[config.mk]
export PLATFORM = sky130hd
export DESIGN_NAME = icx_top
export DESIGN_NICKNAME = d
export VERILOG_FILES = /design/src/icx_pkg.sv /design/src/icx_top.sv
export SDC_FILE = /design/constraint.sdc
export NUM_CORES = 1
export LEC_CHECK = 0
export ABC_AREA = 1
export BUFFER_PORTS_ARGS = -buffer_cell sky130_fd_sc_hd__buf_4
export CELL_PAD_IN_SITES_DETAIL_PLACEMENT = 1
export CELL_PAD_IN_SITES_GLOBAL_PLACEMENT = 1
export CORE_UTILIZATION = 40
export CTS_CLUSTER_DIAMETER = 60
export CTS_CLUSTER_SIZE = 28
export DETAILED_ROUTE_END_ITERATION = 10
export PLACE_DENSITY_LB_ADDON = 0.25
export SYNTH_ARGS = -nofsm -noshare
export SYNTH_HDL_FRONTEND = slang
export SYNTH_SLANG_ARGS = --single-unit
[constraint.sdc]
create_clock -name ref_clk -period 8.95 [get_ports ref_clk]
set_input_delay 0.895 -clock ref_clk [delete_from_list [all_inputs] [get_ports ref_clk]]
set_output_delay 0.895 -clock ref_clk [all_outputs]
set_load 0.02 [all_outputs]
[src/icx_pkg.sv]
// Package: register map, field positions and types of the interrupt block
package icx_pkg;
  localparam int unsigned NREG = 9;
  localparam int unsigned NSRC = 11;
  localparam logic [7:0] OFS_EDGE = 8'h00;
  localparam logic [7:0] OFS_STEP = 8'h04;
  localparam int unsigned R_EDGE = 0;
  localparam int unsigned R_CTL0 = 1;
  localparam int unsigned R_GRP = 2;
  localparam int unsigned R_CTL2 = 3;
  localparam int unsigned R_IRQ_TIMER0_GROUP = 4;
  localparam int unsigned R_IRQ_SERIAL_MEM_LVD_GROUP = 8;
  localparam logic [7:0] RST_VAL = 8'h00;
  localparam logic [7:0] MASK_EDGE = 8'h0F;
  localparam logic [7:0] MASK_CTL0 = 8'h7F;
  localparam logic [7:0] MASK_FULL = 8'hFF;
  localparam logic [7:0] MASK_TMR = 8'h33;
  localparam logic [7:0] MASK_TMR3 = 8'h77;
  localparam logic [7:0] MASK_NONE = 8'h00;
  localparam int unsigned B_GIE = 0;
  localparam int unsigned B_EXT0_F = 4;
  localparam int unsigned B_CMP_F = 5;
  localparam int unsigned B_GRP0_F = 6;
  localparam int unsigned B_GRP0_E = 3;
  localparam int unsigned B_FLAG_LO = 4;
  localparam logic [1:0] EDGE_OFF = 2'b00;
  localparam logic [1:0] EDGE_RISE = 2'b01;
  localparam logic [1:0] EDGE_FALL = 2'b10;
  localparam logic [1:0] EDGE_BOTH = 2'b11;
  // Priority order, index 0 highest
  typedef enum logic [3:0] {
    SRC_EXT0, SRC_CMP, SRC_GRP0, SRC_GRP1, SRC_GRP2, SRC_GRP3, SRC_GRP4,
    SRC_ADC, SRC_TICK0, SRC_TICK1, SRC_EXT1
  } icx_src_e;
  localparam int unsigned FLAG_REG [NSRC] =
    '{1, 1, 1, 2, 2, 2, 2, 3, 3, 3, 3};
  localparam int unsigned FLAG_BIT [NSRC] =
    '{4, 5, 6, 4, 5, 6, 7, 4, 5, 6, 7};
  localparam int unsigned EN_BIT [NSRC] =
    '{1, 2, 3, 0, 1, 2, 3, 0, 1, 2, 3};
  typedef struct packed {
    logic [3:0] tmr_cmpp;
    logic [3:0] tmr_cmpa;
    logic tmr3_cmpb;
    logic [3:0] periph;
    logic cmp;
    logic adc;
    logic tick0;
    logic tick1;
  } icx_evt_s;
endpackage

[src/icx_top.sv]
// Interrupt controller: flags, enables, priority, vectoring, APB registers
`timescale 1ns/100ps
// What this block does
// - Group enables for groups 4 to 1 sit in bits 3 to 0.
// - Control register 2 bits 7..4: ext1, tick1, tick0, adc flags.
// - Same register bits 3..0 enable them; all bits RW, reset 0.
// - Timer0 group: cmpA flag bit5, period bit4, enables bits 1,0.
// - Timer1 group, larger variants: same layout, reset zero.
// - Timer2 group: same layout as timer0.
// - Timer3 group: B,A,period flags bits 6..4, enables bits 2..0.
// - Serial group: spi, serial, eeprom, low-volt flags 7..4, enables 3..0.
// - A source event sets its flag regardless of its enable.
// - Vector only when the source enable is set; flag stays.
// - Global enable low blocks every interrupt.
// - Taking an interrupt pushes next PC and loads the vector.
// - Return from interrupt pops the saved PC, except in a cycle that also takes a vector.
// - Service clears global enable; new requests still latch.
// - Stack full holds off acknowledge until it drains.
// - Simultaneous requests served by fixed priority.
// - Any flag becoming set wakes from sleep or idle.
// - Ext pin flag set on edge chosen by its edge select.
// - Ext pin service clears its flag and global enable.
// - Ext input 1 is driven by the radio interrupt output.
// - Edge select: 00 off, 01 rise, 10 fall, 11 both.
// - Group service clears the group flag and global enable, not member flags.
module icx_top import icx_pkg::*; #(
  parameter int unsigned PC_W = 13, // Program counter width
  parameter logic [12:0] VEC_BASE = 13'h0004, // First vector
  parameter logic [12:0] VEC_STEP = 13'h0004, // Vector spacing
  parameter bit HAS_TMR1 = 1'b1 // Timer1 group present
) (
  input wire logic ref_clk, // System clock
  input wire logic arst_n, // Async reset, active low
  input wire logic psel, // APB select
  input wire logic penable, // APB enable
  input wire logic pwrite, // APB write
  input wire logic [7:0] paddr, // APB byte address
  input wire logic [31:0] pwdata, // APB write data
  output logic [31:0] prdata, // APB read data
  output logic pready, // APB ready
  output logic pslverr, // APB error
  input wire logic ext_irq_pin0, // External pin 0
  input wire logic rf_irq, // Radio interrupt output
  input wire icx_evt_s src_evt, // Source event pulses
  input wire logic cpu_boundary, // Core may accept a vector
  input wire logic stack_full, // Stack has no room
  input wire logic [PC_W-1:0] pc_next, // Address of next instruction
  input wire logic return_from_interrupt_exec, // Return from interrupt executed
  input wire logic [PC_W-1:0] stack_top, // Saved PC on top of stack
  output logic irq_take, // Vector taken, pulse
  output logic [PC_W-1:0] irq_vector, // Vector address to load
  output logic stack_push, // Push request, pulse
  output logic [PC_W-1:0] push_addr, // Value to push
  output logic stack_pop, // Pop request, pulse
  output logic pc_load, // Load PC from pc_load_addr
  output logic [PC_W-1:0] pc_load_addr, // Returned PC
  output logic wake // Wake from sleep, pulse
);
  // ----------------------------------------------------------------
  // Reset release
  // ----------------------------------------------------------------
  logic rst_s1_q;
  logic rst_n;
  always_ff @(posedge ref_clk or negedge arst_n) begin
    if (!arst_n) begin
      rst_s1_q <= 1'b0;
      rst_n <= 1'b0;
    end else begin
      rst_s1_q <= 1'b1;
      rst_n <= rst_s1_q;
    end
  end

  // ----------------------------------------------------------------
  // Pin synchronisers and edge detect
  // ----------------------------------------------------------------
  logic [1:0] pin_s1_q;
  logic [1:0] pin_s2_q;
  logic [1:0] pin_prev_q;
  logic [1:0] pin_raw;
  logic [1:0] pin_edge;
  logic [7:0] reg_q [NREG];
  assign pin_raw = {rf_irq, ext_irq_pin0};
  always_ff @(posedge ref_clk or negedge rst_n) begin
    if (!rst_n) begin
      pin_s1_q <= 2'b00;
      pin_s2_q <= 2'b00;
      pin_prev_q <= 2'b00;
    end else begin
      pin_s1_q <= pin_raw;
      pin_s2_q <= pin_s1_q;
      pin_prev_q <= pin_s2_q;
    end
  end
  generate
    for (genvar p = 0; p < 2; p++) begin : g_pin
      wire [1:0] sel = reg_q[R_EDGE][2*p+1 -: 2];
      wire rise = pin_s2_q[p] & ~pin_prev_q[p];
      wire fall = ~pin_s2_q[p] & pin_prev_q[p];
      assign pin_edge[p] = ((sel == EDGE_RISE) & rise)
        | ((sel == EDGE_FALL) & fall)
        | ((sel == EDGE_BOTH) & (rise | fall));
    end
  endgenerate

  // ----------------------------------------------------------------
  // APB decode
  // ----------------------------------------------------------------
  wire [7:0] idx_w = (paddr - OFS_EDGE) >> 2;
  wire [3:0] reg_idx = idx_w[3:0];
  wire addr_ok = (paddr[1:0] == 2'b00) && (idx_w < NREG);
  wire acc_wr = psel & penable & pwrite & addr_ok;
  wire setup_rd = psel & ~penable & ~pwrite & addr_ok;
  logic [31:0] prdata_q;
  assign pready = 1'b1;
  assign pslverr = psel & penable & ~addr_ok;
  assign prdata = prdata_q;
  always_ff @(posedge ref_clk or negedge rst_n) begin
    if (!rst_n) begin
      prdata_q <= 32'h0000_0000;
    end else if (setup_rd) begin
      prdata_q <= {24'h00_0000, reg_q[reg_idx]};
    end else if (psel & ~penable) begin
      prdata_q <= 32'h0000_0000;
    end
  end

  // ----------------------------------------------------------------
  // Implemented-bit masks
  // ----------------------------------------------------------------
  logic [7:0] reg_mask [NREG];
  assign reg_mask[R_EDGE] = MASK_EDGE;
  assign reg_mask[R_CTL0] = MASK_CTL0;
  assign reg_mask[R_GRP] = MASK_FULL;
  assign reg_mask[R_CTL2] = MASK_FULL;
  assign reg_mask[R_IRQ_TIMER0_GROUP] = MASK_TMR;
  assign reg_mask[R_IRQ_TIMER0_GROUP+1] = HAS_TMR1 ? MASK_TMR : MASK_NONE;
  assign reg_mask[R_IRQ_TIMER0_GROUP+2] = MASK_TMR;
  assign reg_mask[R_IRQ_TIMER0_GROUP+3] = MASK_TMR3;
  assign reg_mask[R_IRQ_SERIAL_MEM_LVD_GROUP] = MASK_FULL;

  // ----------------------------------------------------------------
  // Source flag setting
  // ----------------------------------------------------------------
  logic [3:0] mfi_set [5];
  logic [4:0] grp_any;
  logic [4:0] grp_any_q;
  logic [4:0] grp_rise;
  assign mfi_set[0] = {2'b00, src_evt.tmr_cmpa[0], src_evt.tmr_cmpp[0]};
  assign mfi_set[1] = {2'b00, src_evt.tmr_cmpa[1], src_evt.tmr_cmpp[1]};
  assign mfi_set[2] = {2'b00, src_evt.tmr_cmpa[2], src_evt.tmr_cmpp[2]};
  assign mfi_set[3] = {1'b0, src_evt.tmr3_cmpb, src_evt.tmr_cmpa[3],
    src_evt.tmr_cmpp[3]};
  assign mfi_set[4] = src_evt.periph;
  generate
    for (genvar g = 0; g < 5; g++) begin : g_grp
      wire [7:0] r = reg_q[R_IRQ_TIMER0_GROUP+g];
      assign grp_any[g] = |(r[7:4] & r[3:0]);
    end
  endgenerate
  assign grp_rise = grp_any & ~grp_any_q;
  always_ff @(posedge ref_clk or negedge rst_n) begin
    if (!rst_n) begin
      grp_any_q <= 5'b00000;
    end else begin
      grp_any_q <= grp_any;
    end
  end

  // ----------------------------------------------------------------
  // Pending requests and priority
  // ----------------------------------------------------------------
  logic [NSRC-1:0] pend;
  logic any_pend;
  logic [3:0] win;
  generate
    for (genvar s = 0; s < NSRC; s++) begin : g_pend
      assign pend[s] = reg_q[FLAG_REG[s]][FLAG_BIT[s]]
        & reg_q[FLAG_REG[s]][EN_BIT[s]];
    end
  endgenerate
  always_comb begin
    win = 4'h0;
    any_pend = 1'b0;
    for (int s = NSRC - 1; s >= 0; s--) begin
      if (pend[s]) begin
        win = 4'(s);
        any_pend = 1'b1;
      end
    end
  end
  wire gie = reg_q[R_CTL0][B_GIE];
  wire take = cpu_boundary & gie & any_pend & ~stack_full;

  // ----------------------------------------------------------------
  // Hardware set and clear per register
  // ----------------------------------------------------------------
  logic [7:0] hw_set [NREG];
  logic [7:0] hw_clr [NREG];
  always_comb begin
    for (int i = 0; i < NREG; i++) begin
      hw_set[i] = 8'h00;
      hw_clr[i] = 8'h00;
    end
    hw_set[R_CTL0][B_EXT0_F] = pin_edge[0];
    hw_set[R_CTL0][B_CMP_F] = src_evt.cmp;
    hw_set[R_CTL0][B_GRP0_F] = grp_rise[0];
    hw_set[R_GRP][7:4] = grp_rise[4:1];
    hw_set[R_CTL2][7:4] = {pin_edge[1], src_evt.tick1, src_evt.tick0,
      src_evt.adc};
    for (int g = 0; g < 5; g++) begin
      hw_set[R_IRQ_TIMER0_GROUP+g][7:4] = mfi_set[g];
    end
    if (take) begin
      hw_clr[R_CTL0][B_GIE] = 1'b1;
      hw_clr[FLAG_REG[win]][FLAG_BIT[win]] = 1'b1;
    end
  end

  // ----------------------------------------------------------------
  // Register storage, hardware set wins over any clear
  // ----------------------------------------------------------------
  logic [NREG-1:0] any_set;
  generate
    for (genvar i = 0; i < NREG; i++) begin : g_reg
      logic [7:0] reg_d;
      logic [7:0] base;
      assign base = (acc_wr && reg_idx == 4'(i)) ? pwdata[7:0] : reg_q[i];
      assign reg_d = ((base & ~hw_clr[i]) | hw_set[i]) & reg_mask[i];
      assign any_set[i] = |(hw_set[i] & reg_mask[i]);
      always_ff @(posedge ref_clk or negedge rst_n) begin
        if (!rst_n) begin
          reg_q[i] <= RST_VAL;
        end else begin
          reg_q[i] <= reg_d;
        end
      end
    end
  endgenerate

  // ----------------------------------------------------------------
  // Core side: vectoring, return and wake
  // ----------------------------------------------------------------
  logic take_q;
  logic [PC_W-1:0] vec_q;
  logic [PC_W-1:0] push_q;
  logic return_from_interrupt_q;
  logic [PC_W-1:0] ret_q;
  logic wake_q;
  wire [PC_W-1:0] vec_d = PC_W'(VEC_BASE + VEC_STEP * 13'(win));
  always_ff @(posedge ref_clk or negedge rst_n) begin
    if (!rst_n) begin
      take_q <= 1'b0;
      vec_q <= '0;
      push_q <= '0;
      return_from_interrupt_q <= 1'b0;
      ret_q <= '0;
      wake_q <= 1'b0;
    end else begin
      take_q <= take;
      if (take) begin
        vec_q <= vec_d;
        push_q <= pc_next;
      end
      return_from_interrupt_q <= return_from_interrupt_exec & ~take;
      if (return_from_interrupt_exec) begin
        ret_q <= stack_top;
      end
      wake_q <= |any_set;
    end
  end
  assign irq_take = take_q;
  assign irq_vector = vec_q;
  assign stack_push = take_q;
  assign push_addr = push_q;
  assign stack_pop = return_from_interrupt_q;
  assign pc_load = return_from_interrupt_q;
  assign pc_load_addr = ret_q;
  assign wake = wake_q;
endmodule

# After elaboration in Yosys (flattened, before gate mapping)
# Memory sizes are Yosys's and may differ from the RTL's.
# Cells that the tools add are included.
[classes]
n_addsub = 1
mul = 0
div = 0
n_lt_le_gt_ge = 7
n_eq_ne = 14
shifts = 0
muxes = 45
n_bitwise = 83
n_reduce_logical = 21
[op_table]
columns = ["cell", "count"]
rows = [
  ["two-way mux 32 bit", 6],
  ["two-way mux 68 bit", 1],
  ["two-way mux 4 bit", 12],
  ["two-way mux 8 bit", 6],
  [">= comparator 33 x 5 -> 1 bit (second input constant)", 1],
  ["< comparator 33 x 1 -> 1 bit (second input constant)", 1],
  ["NOT 32 -> 33 bit", 1],
  ["AND 1 bit", 32],
  ["binary-select mux 8 bit (select 4 bit)", 1],
  ["demux 8 bit (select 4 bit)", 1],
  [">= comparator 32 x 1 -> 1 bit (second input constant)", 1],
  ["< comparator 32 x 4 -> 1 bit (second input constant)", 1],
  ["AND 8 bit", 3],
  ["NOT 8 bit", 3],
  ["bitwise OR 8 bit", 3],
  ["OR reduction 24 bit", 1],
  ["OR reduction 4 bit", 5],
  ["AND 6 bit", 3],
  ["two-way mux 6 bit", 3],
  ["NOT 6 bit", 3],
  ["bitwise OR 6 bit", 3],
  ["== test 4 x 3 -> 1 bit (second input constant)", 4],
  ["AND 7 bit", 2],
  ["two-way mux 7 bit", 2],
  ["other kinds (25)", 72],
]
[word_totals]
regBits = 140
latchBits = 0
mem_bits_rw = 0
romBits = 1024
inputBits = 93
word_cells = 195
memories = 2
[memory_table]
columns = ["memory", "words", "word_bits", "rd", "rd_ports_with_merged_regs", "write_ports", "line", "source"]
rows = [
  ["(name not given)", 16, 32, 1, 0, 0, "icx_top.sv:216", "hw_clr[FLAG_REG[win]][FLAG_BIT[win]] = 1'b1;"],
  ["(name not given)", 16, 32, 1, 0, 0, "icx_top.sv:216", ""],
]

# Longest topological paths before layout
[logic_depth]
word_depth = 26
depth_mapped = 22
depth_no_buf = 22

# Least setup slack after synthesis
# Ideal clock, no wire load.
[synth_timing]
kind = "input to output"
from = "in paddr[3]"
to = "out pslverr"
arrival_time_ps = 1551
required_time_ps = 8055
slack_ps = 6504
path_stages = 5
cell_sequence = "buf_6 nor2_8 nand2_2 a21boi_4 nor2_1"
[synth_between]
elab_chain_len = 4
[synth_rtl]
columns = ["element", "line", "source"]
rows = [
  ["start, declared", "icx_top.sv:37", "input wire logic [7:0] paddr,"],
  ["< comparator 6 x 4 -> 1 bit", "icx_top.sv:111", "wire addr_ok = (paddr[1:0] == 2'b00) && (idx_w < NREG);"],
  ["logical AND 1 bit", "icx_top.sv:111", ""],
  ["NOT 1 bit", "icx_top.sv:116", "assign pslverr = psel & penable & ~addr_ok;"],
  ["AND 1 bit", "icx_top.sv:116", ""],
  ["end, declared", "icx_top.sv:41", "output logic pslverr,"],
]
# Every way passes these cells.

# Worst setup path in the final report
[layout_timing]
from = "in paddr[2]"
to = "out pslverr"
# Same word-level chain as after synthesis.

==> results.txt <==
WP data required: 8060 ps
Fill cell count: 1,644
Share of cells above drive strength 1: 20.1%
Leading area contributor after synthesis: dfrtp_1
Overflow after GRT: 0
Unrepaired setup endpoints after global routing: false
Actual slew at the worst max-slew pin: 1090 ps
Die area: 0.0140 sq mm
CP peak stage delay: 220 ps
Nets: 857
Total track usage: 23.5%
Dpl hpwl: 11,800 um
Layout area overhead: 22.3%
Register area share after synthesis: 49.8%
I/O Pins: 171
Final GP Congestion: 0.817
Routed vias: 4,745
Clock Latency Late Sink: 360 ps
Cells after Synth: 646
CTS max path bufs: 2
Fin crit share: 30.5%
Post-route ant nets: 0
Diodes inserted: 0
Clock sinks: 108
Slowest-stage cell, CP: a21boi_4
Min cycle time layout: 2730 ps
Relative slew slack: 27.1%
Worst VDD drop: 0.000159 V
Crit. End Element: output pin
Top cells by area, synth: dfrtp_1 50%, nand2_1 15%, buf_4 4.8%
CP dominant cell by count: buf_4
DR DRC count: 0
CTS root buffer: clkbuf_16
DIE WIDTH: 118 um
Yosys warns: 0
Vias in the first global route: 5,055
Hold Crit Class: reg2async
Initial core utilization: 41.0%
Mapped Area: 0.00542 sq mm
Crit path arrival time: 1830 ps
Pwr dens: 185 mW/mm^2
CTS tree: yes
Fmax: 0.366 GHz
Post-route core utilization: 50.1%
Core area: 0.0132 sq mm
Initial antenna violation count: 0
CP Cell Sequence: buf_4, nor2_8, nand2_2, a21boi_4, nor2_1, buf_4
Setup TNS: 0 ps
Input/output buffers: 113
Resize count post-CTS: 0
CP Max Fanout: 12
Number of flops mapped to enable cells by yosys: 0
Drt pass-1 iters: 4
Grt met3 use: 5.98%
Row cnt: 42
First-pass GRT wire length: 25,700 um
Synth Flop Type: dfrtp_1
M2 GR Usage: 40.6%
Post-CTS Setup Inserts: 0
Clock transition at path regs: 70 ps
Synth top area share: 49.8%
#FFs+latches synth: 108
DR WL/cell: 16.5 um
Crit path kind: in2out
Number of library cell types mapped by synthesis: 43
H-tree depth: 3
Ys async rst share: 100%
Initial drt markers: 267
Total power: 1230 uW
Slew Limit Fails: 0
Final setup viols: 0
Final Hold Fails: 0
Status: completed
# hold bufs at CTS: 0
Max-Cap Viols: 0
Vias per cell: 5.07
Die height: 118 um
Clk_skew: 9.32 ps
CP startpoint kind: primary input
Final wirelength: 15,400 um
Gr busiest metal: met2
Leak pwr: 0.00345 uW
Met1 global-route usage: 27.9%
Largest net degree at the start of global routing: 82
Total CTS buffers: 9
Avg Inst Size Synth: 8.40 sq um
-- path summary, 6_finish.rpt --
check / end / slack, ps / startpoint / cells past startpoint
setup / recovery: pslverr / 6220 / paddr[2] / 6
hold / removal: pc_load_addr[12]$_DFFE_PN0P_ / 220 / rst_n$_DFF_PN0_ / 0
setup reg to reg: push_addr[1]$_DFFE_PN0P_ / 6270 / reg_q[44]$_DFF_PN0_ / 8
hold reg to reg: pc_load_addr[12]$_DFFE_PN0P_ / 220 / rst_n$_DFF_PN0_ / 0
max in group asynchronous: grp_any_q[0]$_DFF_PN0_ / 7360 / rst_n$_DFF_PN0_ / 1
min in group ref_clk: pin_s2_q[1]$_DFF_PN0_ / 350 / pin_s1_q[1]$_DFF_PN0_ / 0
-- layout by cell type, fill, tap and decap left out, types with 4 or more instances in the layout --
cell,synthesis,layout
a32o_1,4,4
nand4_1,8,8
o22ai_1,7,7
nand2_1,217,217
ha_1,9,9
conb_1,2,34
nand3_2,4,4
o21ai_1,10,10
nand3_1,10,10
clkbuf_16,0,9
a211o_1,6,6
nor2_1,28,28
nor4_1,5,5
buf_4,35,114
o221ai_1,5,5
dfrtp_1,108,107
a22o_1,6,6
o21ai_0,47,47
a21oi_1,15,15
inv_1,64,64
a22oi_1,8,8
-- layout make-up --
class	count	area (sq um)	area share (%)
clock buffer	13	270	4.07
clock inverter	3	67.6	1.02
inverter	70	268	4.04
multi-input combinational	452	2250	33.9
sequential	108	2710	40.8
tap	176	220	3.32
timing repair buffer	114	856	12.9
-- kinds of logic after synthesis --
group	count (synthesis)	share of synthesized area [%]
simple gates	289	23.1
buf+inv	118	11.0
compound gates	120	13.9
fa+ha+maj	9	2.08
other cells	2	0.138
flops	108	49.8
-- cell usage after synthesis, drive strengths merged, types with 2 or more instances --
cell,number
nand2,219
dfrtp,108
inv,67
o21ai,57
buf,44
nor2,32
a21oi,16
nand3,16
ha,9
nand4,9
a22oi,8
o22ai,7
a211o,6
a22o,6
nor3,5
nor4,5
o221ai,5
a32o,4
clkbuf,4
a31oi,3
clkinv,3
o211ai,3
a211oi,2
conb,2
or2,2
-- power breakdown --
part,internal [uW],leakage (uW),switching [uW]
sequential,527,0.00129,28.6
combinational,86.5,0.00200,137
clock,268,0.000162,181
total,882,0.00345,347
-- metal layers --
metal	wire length [um]	up-vias
met2	7740	107
met3	723	26
met5	0	-
li1	-	2253
met4	371	0
met1	6610	2359
-- registers in the layout, summed over array words and instances, names as in the netlist, 4 cells and up --
register,count
grp_any_q,5
pc_load_addr,13
irq_vector,5
push_addr,13
g_grp.r,26
reg_q,22
prdata,8
g_pin.sel,4
-- critical path: cells and delay by family --
family / cells / cell delay, ps
AOI/OAI and AO/OA: 1 / 220
buffers and inverters: 2 / 330
and+or+nand+nor: 3 / 390
-- metrics by stage --
| stage | setup WS, ps | hold WS (ps) | cell area [sq um] | std cells |
|---|---|---|---|---|
| after floorplan | 5720 | 331 | 5540 | 678 |
| after global placement | 6160 | 237 | 6300 | 920 |
| after detailed placement | 6070 | 245 | 6300 | 920 |
| after CTS | 6220 | 249 | 6630 | 936 |
| after global routing | 5990 | 271 | 6630 | 936 |
| final | 6220 | 225 | 6630 | 936 |
No activity file was read; power rests on OpenSTA's default activity.
